## config.mk

```make
export PLATFORM = sky130hd
export DESIGN_NAME = gesture_pulse_offset_config
export DESIGN_NICKNAME = d
export VERILOG_FILES = /design/src/rtl/gesture_cfg_pkg.sv /design/src/rtl/offset_decode.sv /design/src/rtl/pulse_width_lut.sv /design/src/rtl/gesture_pulse_offset_config.sv
export SDC_FILE = /design/constraint.sdc
export NUM_CORES = 1
export LEC_CHECK = 0
export BUFFER_PORTS_ARGS = -buffer_cell sky130_fd_sc_hd__buf_2
export CAP_MARGIN = 25
export CORE_MARGIN = 2
export CORE_UTILIZATION = 45
export DETAILED_ROUTE_END_ITERATION = 10
export PLACE_DENSITY_LB_ADDON = 0.25
export SLEW_MARGIN = 20
export SYNTH_ARGS = -nofsm -noshare
export SYNTH_HDL_FRONTEND = slang
export SYNTH_SLANG_ARGS = --single-unit
```

## constraint.sdc

```tcl
create_clock -name clk_sys -period 3.6 [get_ports clk_sys]
set_input_delay 0.18 -clock clk_sys [delete_from_list [all_inputs] [get_ports clk_sys]]
set_output_delay 0.18 -clock clk_sys [all_outputs]
set_load 0.01 [all_outputs]
```

## src/rtl/gesture_cfg_pkg.sv

```systemverilog
// Package: register map, field layout, reset values and timing constants
package gesture_cfg_pkg;

  // ----------------------------------------------------------------
  // Register offsets
  // ----------------------------------------------------------------
  localparam logic [7:0] wait_cfg_addr_c      = 8'ha3;
  localparam logic [7:0] north_offset_addr_c  = 8'ha4;
  localparam logic [7:0] south_offset_addr_c  = 8'ha5;
  localparam logic [7:0] pulse_shape_addr_c   = 8'ha6;
  localparam logic [7:0] west_offset_addr_c   = 8'ha7;
  localparam logic [7:0] east_offset_addr_c   = 8'ha9;
  localparam logic [7:0] pair_select_addr_c   = 8'haa;

  // ----------------------------------------------------------------
  // Field positions and reset values
  // ----------------------------------------------------------------
  localparam int         width_lsb_c      = 6;
  localparam int         count_msb_c      = 5;
  localparam int         sign_bit_c       = 7;
  localparam logic [7:0] reg_reset_c      = 8'h00;
  localparam logic [2:0] idle_reset_c     = 3'h0;

  // ----------------------------------------------------------------
  // Timing
  // ----------------------------------------------------------------
  localparam int clk_mhz_c          = 40;
  localparam int clk_period_ps_c    = 25000;
  localparam int base_width_us_c    = 4;
  localparam int base_width_cyc_c   = base_width_us_c * clk_mhz_c;
  localparam int led_tail_ps_c      = 1330000;
  localparam int led_tail_cyc_c     = (led_tail_ps_c + clk_period_ps_c - 1) / clk_period_ps_c;
  localparam int pulse_gap_cyc_c    = 40;
  // Idle step 2.8 ms; codes are multiples of it
  localparam int idle_step_us_c     = 2800;
  localparam int idle_step_cyc_c    = idle_step_us_c * clk_mhz_c;

  // ----------------------------------------------------------------
  // Pair selection codes
  // ----------------------------------------------------------------
  localparam logic [1:0] pairs_ns_only_c = 2'h1;
  localparam logic [1:0] pairs_we_only_c = 2'h2;

  typedef enum logic [3:0] {
    st_idle  = 4'b0001,
    st_on    = 4'b0010,
    st_gap   = 4'b0100,
    st_wait  = 4'b1000
  } pulse_state_type;

  // Idle multiplier per wait code: 0,1,2,3,5,8,11,14 steps
  function automatic logic [3:0] idle_steps(input logic [2:0] code);
    logic [3:0] s;
    s = 4'h0;
    unique case (code)
      3'h0: s = 4'h0;
      3'h1: s = 4'h1;
      3'h2: s = 4'h2;
      3'h3: s = 4'h3;
      3'h4: s = 4'h5;
      3'h5: s = 4'h8;
      3'h6: s = 4'hb;
      3'h7: s = 4'he;
    endcase
    return s;
  endfunction

endpackage

```

## src/rtl/offset_decode.sv

```systemverilog
// Sign/magnitude offset byte to two's complement correction
`timescale 1ns/1ps
`default_nettype none
module offset_decode (
  input  wire logic [7:0] code,
  output logic      [8:0] correction
);
  import gesture_cfg_pkg::*;

  always_comb begin
    // Negative zero folds to zero
    if (code[sign_bit_c] && code[6:0] != 7'h00) begin
      correction = 9'h000 - {2'h0, code[6:0]};
    end else begin
      correction = {2'h0, code[6:0]};
    end
  end
endmodule
`default_nettype wire

```

## src/rtl/pulse_width_lut.sv

```systemverilog
// LED-on width select to cycle count
`timescale 1ns/1ps
`default_nettype none
module pulse_width_lut (
  input  wire logic [1:0]  width_sel,
  output logic      [12:0] on_cycles
);
  import gesture_cfg_pkg::*;

  localparam logic [12:0] base_c = 13'(base_width_cyc_c);
  localparam logic [12:0] tail_c = 13'(led_tail_cyc_c);

  // Integration window is 4/8/16/32 us; LED stays on for the tail beyond it
  always_comb begin
    on_cycles = (base_c << width_sel) + tail_c;
  end
endmodule
`default_nettype wire

```

## src/rtl/gesture_pulse_offset_config.sv

```systemverilog
// Gesture configuration registers and LED pulse burst sequencer
//
// Overview of operation
// - The LED stays on about 1.33 us longer than the integration window.
// - Each of the four direction channels has its own 8-bit crosstalk offset.
// - Offset bytes are sign/magnitude: bit 7 negative, bits 6:0 magnitude.
// - Width code 0..3 picks a 4, 8, 16 or 32 us integration window per pulse.
// - Each burst has the six-bit count field plus one pulses on the LED sink.
// - Pair code 1 runs north-south only, 2 west-east only, 0 and 3 both.
// - With one pair off, the pulse timing and sample rate stay the same.
// - Between cycles the engine idles for a time set by a three-bit code.
`timescale 1ns/1ps
`default_nettype none
module gesture_pulse_offset_config #(
  parameter int idle_step_cycles = gesture_cfg_pkg::idle_step_cyc_c
) (
  input  wire logic       clk_sys,
  input  wire logic       resetn,
  input  wire logic       reg_wr,
  input  wire logic       reg_rd,
  input  wire logic [7:0] reg_addr,
  input  wire logic [7:0] reg_wdata,
  output logic      [7:0] reg_rdata,
  input  wire logic       gesture_engine_on,
  output logic            led_sink_pin,
  output logic            ns_pair_active,
  output logic            we_pair_active,
  output logic            sample_strobe,
  output logic            cycle_active,
  output logic      [8:0] north_correction,
  output logic      [8:0] south_correction,
  output logic      [8:0] west_correction,
  output logic      [8:0] east_correction
);
  import gesture_cfg_pkg::*;

  // ----------------------------------------------------------------
  // State
  // ----------------------------------------------------------------
  typedef struct packed {
    logic [7:0]      north_r;
    logic [7:0]      south_r;
    logic [7:0]      west_r;
    logic [7:0]      east_r;
    logic [7:0]      shape_r;
    logic [1:0]      pairs_r;
    logic [2:0]      idle_r;
    logic [7:0]      rdata_r;
    pulse_state_type st_r;
    logic [12:0]     cnt_r;
    logic [5:0]      pulses_r;
    logic [3:0]      steps_r;
    logic [31:0]     idle_cnt_r;
    logic            led_r;
    logic            strobe_r;
  } state_type;

  state_type s_r;
  state_type s_nxt;

  logic [12:0] on_cycles;
  logic        ns_on;
  logic        we_on;

  // ----------------------------------------------------------------
  // Helpers
  // ----------------------------------------------------------------
  pulse_width_lut u_width (
    .width_sel (s_r.shape_r[7:width_lsb_c]),
    .on_cycles (on_cycles)
  );

  offset_decode u_north (.code(s_r.north_r), .correction(north_correction));
  offset_decode u_south (.code(s_r.south_r), .correction(south_correction));
  offset_decode u_west  (.code(s_r.west_r),  .correction(west_correction));
  offset_decode u_east  (.code(s_r.east_r),  .correction(east_correction));

  // Pair enables; software still sees FIFO slots for an off pair
  always_comb begin
    ns_on = (s_r.pairs_r != pairs_we_only_c);
    we_on = (s_r.pairs_r != pairs_ns_only_c);
  end

  // ----------------------------------------------------------------
  // Next state
  // ----------------------------------------------------------------
  always_comb begin
    s_nxt          = s_r;
    s_nxt.strobe_r = 1'b0;

    // Register writes; offset and shape store all 8 bits, wait and pair codes only their low bits
    if (reg_wr) begin
      unique case (reg_addr)
        wait_cfg_addr_c:     s_nxt.idle_r  = reg_wdata[2:0];
        north_offset_addr_c: s_nxt.north_r = reg_wdata;
        south_offset_addr_c: s_nxt.south_r = reg_wdata;
        pulse_shape_addr_c:  s_nxt.shape_r = reg_wdata;
        west_offset_addr_c:  s_nxt.west_r  = reg_wdata;
        east_offset_addr_c:  s_nxt.east_r  = reg_wdata;
        // Upper bits are dropped; software is expected to write them zero
        pair_select_addr_c:  s_nxt.pairs_r = reg_wdata[1:0];
        default: ;
      endcase
    end

    // Registered read data, unmapped reads as zero
    if (reg_rd) begin
      unique case (reg_addr)
        wait_cfg_addr_c:     s_nxt.rdata_r = {5'h00, s_r.idle_r};
        north_offset_addr_c: s_nxt.rdata_r = s_r.north_r;
        south_offset_addr_c: s_nxt.rdata_r = s_r.south_r;
        pulse_shape_addr_c:  s_nxt.rdata_r = s_r.shape_r;
        west_offset_addr_c:  s_nxt.rdata_r = s_r.west_r;
        east_offset_addr_c:  s_nxt.rdata_r = s_r.east_r;
        pair_select_addr_c:  s_nxt.rdata_r = {6'h00, s_r.pairs_r};
        default:             s_nxt.rdata_r = 8'h00;
      endcase
    end

    // Burst sequencer
    unique case (s_r.st_r)
      st_idle: begin
        s_nxt.led_r = 1'b0;
        if (gesture_engine_on) begin
          s_nxt.st_r     = st_on;
          s_nxt.led_r    = 1'b1;
          s_nxt.cnt_r    = on_cycles - 13'h1;
          s_nxt.pulses_r = s_r.shape_r[count_msb_c:0];
        end
      end
      st_on: begin
        if (s_r.cnt_r == 13'h0) begin
          s_nxt.led_r    = 1'b0;
          s_nxt.strobe_r = 1'b1;
          s_nxt.st_r     = st_gap;
          // Fixed gap of pulse_gap_cyc_c cycles, the same with one pair or both
          s_nxt.cnt_r    = 13'(pulse_gap_cyc_c - 1);
        end else begin
          s_nxt.cnt_r = s_r.cnt_r - 13'h1;
        end
      end
      st_gap: begin
        if (s_r.cnt_r != 13'h0) begin
          s_nxt.cnt_r = s_r.cnt_r - 13'h1;
        end else if (s_r.pulses_r != 6'h0) begin
          s_nxt.pulses_r = s_r.pulses_r - 6'h1;
          s_nxt.st_r     = st_on;
          s_nxt.led_r    = 1'b1;
          s_nxt.cnt_r    = on_cycles - 13'h1;
        end else begin
          s_nxt.st_r       = st_wait;
          s_nxt.steps_r    = idle_steps(s_r.idle_r);
          s_nxt.idle_cnt_r = 32'h0;
        end
      end
      st_wait: begin
        // Idle code is sampled at burst end; change it while off
        if (s_r.steps_r == 4'h0) begin
          s_nxt.st_r = st_idle;
        end else if (s_r.idle_cnt_r == 32'(idle_step_cycles - 1)) begin
          s_nxt.idle_cnt_r = 32'h0;
          s_nxt.steps_r    = s_r.steps_r - 4'h1;
        end else begin
          s_nxt.idle_cnt_r = s_r.idle_cnt_r + 32'h1;
        end
      end
      default: s_nxt.st_r = st_idle;
    endcase
  end

  // ----------------------------------------------------------------
  // Registers
  // ----------------------------------------------------------------
  always_ff @(posedge clk_sys or negedge resetn) begin
    if (!resetn) begin
      s_r <= '{north_r: reg_reset_c, south_r: reg_reset_c, west_r: reg_reset_c,
               east_r: reg_reset_c, shape_r: reg_reset_c, pairs_r: 2'h0,
               idle_r: idle_reset_c, rdata_r: 8'h00, st_r: st_idle,
               cnt_r: 13'h0, pulses_r: 6'h0, steps_r: 4'h0,
               idle_cnt_r: 32'h0, led_r: 1'b0, strobe_r: 1'b0};
    end else begin
      s_r <= s_nxt;
    end
  end

  // ----------------------------------------------------------------
  // Outputs
  // ----------------------------------------------------------------
  assign reg_rdata      = s_r.rdata_r;
  assign led_sink_pin   = s_r.led_r;
  assign sample_strobe  = s_r.strobe_r;
  assign ns_pair_active = ns_on;
  assign we_pair_active = we_on;
  assign cycle_active   = (s_r.st_r == st_on) || (s_r.st_r == st_gap);

endmodule
`default_nettype wire

```

==> results.tsv <==
stage	metric	value	unit
power	maximum vdd drop	354	uV
yosys	Post-synth ARST share	100	%
yosys	syn avg cell area	9.78	sq um
clock_network	clk root buf	clkbuf_16	
cells_and_area	Final Util	53.3	%
yosys	Syn Inst Count	693	
grt	first-pass GRT wire length	28400	microns
yosys	synth unique cells	65	
yosys	Post-synth EDFFs	0	
cells_and_area	most common cell after layout, fill and taps aside	dfrtp_1	
route	Initial DRT Pass Iterations	5	
clock_network	total CTS buffers	17	
floorplan	die width	127	microns
route	DR iter-0 viols	459	
timing	max_slew headroom	42.6	%
route	average routed wire per standard cell	17.9	microns
worst_setup_path	cells on worst reg2reg path	7	
yosys	Ys Warns	0	
clock_network	H-tree depth	4	
clock_network	Clock Latency Late Sink	0.42	ns
power	PwrDens	432	nW/um^2
grt	number of global-route vias before repair	5664	
timing	Max Slew Vio Count	0	
cells_and_area	Layout Cells excl Fill	943	
power	switching part of the total	22.9	%
route	vias per cell	6.00	
cells_and_area	layout cells sized above 1	23.2	%
grt	Total GRT Usage	22.0	%
worst_setup_path	R2R Path End	s_r[33]	
run_status	outcome	finished clean	
yosys	Post-Syn Area	6780	sq um
grt	initial antenna violation count	0	
clock_network	post-cts gate resize count	0	
floorplan	I/O pin count	70	
min_path	WHS Path Cells	2	
yosys	#FFs+latches synth	114	
job	maxcap violations	0	
cells_and_area	P&R area growth vs syn	15.2	%
cells_and_area	ANT cells	0	
timing	Final WS setup	0.883	ns
cells_and_area	most frequent cells in the layout	dfrtp_1, buf_2, nor2_1, nand2_1, a21oi_1	
timing	fraction of the cycle the final worst path needs	75.5	%
clock_network	cts hold-fix bufs	1	
timing	skew final	0.00612	ns
grt	largest net degree at the start of global routing	77	
route	DRC Markers	0	
route	Via Count	5662	
floorplan	Initial Utilization	46.3	%
timing	minimum clock period	2.72	ns
clock_network	CTS tree	done	
worst_setup_path	Worst Setup Start Kind	flop	
clock_network	number of post-CTS setup repair buffers	0	
yosys	syn_nets	727	
cells_and_area	fill count	1310	
floorplan	core area	14600	sq um
timing	RSZ-0062 raised after global routing	no	
power	static leakage	3.39	nW
min_path	Hold Path Origin	reg_wdata[4]	
worst_setup_path	R2R setup slack	0.88	ns
min_path	worst hold endpoint	s_r[102]	
power	Reg power frac	40.0	%
clock_network	CTS Sinks	114	
cells_and_area	Layout Nets	780	
power	Comb pwr share	6.3	%
place	I/O Buffers	69	
power	power share of the clock group	53.7	%
grt	grt ovf	0	
floorplan	die area	16100	sq um
timing	sum of negative setup slack	0	ns
place	placed cells	909	
worst_setup_path	crit-path max FO	14	
timing	f_max	368	MHz
worst_setup_path	worst path arrival time	3.01	ns
worst_setup_path	Setup crit end kind	flop	
worst_setup_path	required time worst endpoint	3.89	ns
min_path	worst hold path type	in2reg	
route	Post-Route WL	16900	microns
place	Placer Congestion	0.888	
floorplan	Die Ht	127	microns
clock_network	Clock transition at path regs	0.06	ns
floorplan	Placement Rows	44	
power	internal power	2.60	mW
place	pre-CTS setup slack	0.947	ns
yosys	Seq/Total Area, Yosys	42.1	%
worst_setup_path	r2r startpoint	s_r[46]	
worst_setup_path	kind of critical path	reg2reg	
timing	worst slew pin tran	0.861	ns
route	post-route ant nets	0	
clock_network	Max Root-Sink Buffers	2	
timing	Setup violations, final	0	
power	NetSw	772	uW
yosys	Synth Flop Type	dfrtp_1	
place	Detail Placement HPWL	11900	microns
timing	final hold violations	0	
## through the flow
step           hold WS [ns]  instance area [sq um]  power [mW]
5_1_grt              0.0768                   7800        3.49
2_1_floorplan        -0.116                   6780        1.48
3_3_place_gp          0.403                   7130        1.57
6_report             0.0926                   7800        3.37
3_5_place_dp          0.411                   7130        1.58
4_1_cts              0.0718                   7780        3.40
## per-layer routing
| layer | global-route usage (%) | routed length, microns |
|---|---|---|
| met1 | 29.8 | 7740 |
| met2 | 35.4 | 8130 |
| met3 | 5.44 | 814 |
| met4 | 6.33 | 214 |
| met5 | 0 | 0 |
## power groups by stage
| stage | Sequential (mW) | Clock (mW) | Combinational (mW) |
|---|---|---|---|
| after floorplan | 1.36 | 0 | 0.127 |
| after global placement | 1.37 | 0 | 0.202 |
| after detailed placement | 1.37 | 0 | 0.209 |
| after CTS | 1.35 | 1.85 | 0.211 |
| after global routing | 1.35 | 1.90 | 0.237 |
| final | 1.35 | 1.81 | 0.212 |
## cell families (layout without fill, tap and decap cells)
logic type,count (synthesis),in the layout,synth area share [%]
AOI/OAI and AO/OA,175,175,16.2
xor gates and xnor gates,23,23,2.97
adders and majority gates,13,13,2.40
buffers and inverters,72,138,5.61
DFF,114,114,42.1
muxes,58,58,11.0
and+or+nand+nor,238,238,19.7
## layout make-up
type / count / area (sq um) / area share [%]
Multi-Input combinational cell: 507 / 3540 / 45.4
Sequential cell: 114 / 2850 / 36.6
Clock buffer: 20 / 457 / 5.85
Timing Repair Buffer: 77 / 430 / 5.51
Tap cell: 184 / 230 / 2.95
Clock inverter: 12 / 181 / 2.32
Inverter: 29 / 109 / 1.39
## registers in the layout (all words and copies together), names as in the netlist
register and cells:
s_r 104, sample_strobe 1, reg_rdata 8, led_sink_pin 1
## critical path: stages, from the launching register on
cell	delay [ns]
dfrtp_1	0.43
nor3_1	0.48
nand4_1	0.17
buf_4	0.21
nor2_1	0.38
o22a_1	0.54
buf_4	0.31
a21oi_1	0.06
## cell usage after synthesis (all sizes together), types with 16 or more instances
cell   instances  area share (%)
a21oi         53             4.2
nand2         51             2.8
mux2          50             8.3
nand4         17             1.6
xnor2         16             2.1
nand3         16             1.2
dfrtp        113              42
nor2          53             2.9
inv           29             1.6
buf           32             3.4
o21ai         48             3.5
or4           19             2.2
## worst max-delay path by stage
stage,from,end,slack [ns],cells after the start
global route,s_r[46],s_r[33],0.68,7
finish,s_r[46],s_r[33],0.88,7
CTS,s_r[46],s_r[33],0.87,6
detailed placement,s_r[46],s_r[33],0.95,6
floorplan,s_r[34],s_r[5],1.38,10
global placement,s_r[30],s_r[33],1.01,6
Note: power is estimated with default switching activity, not from simulation.
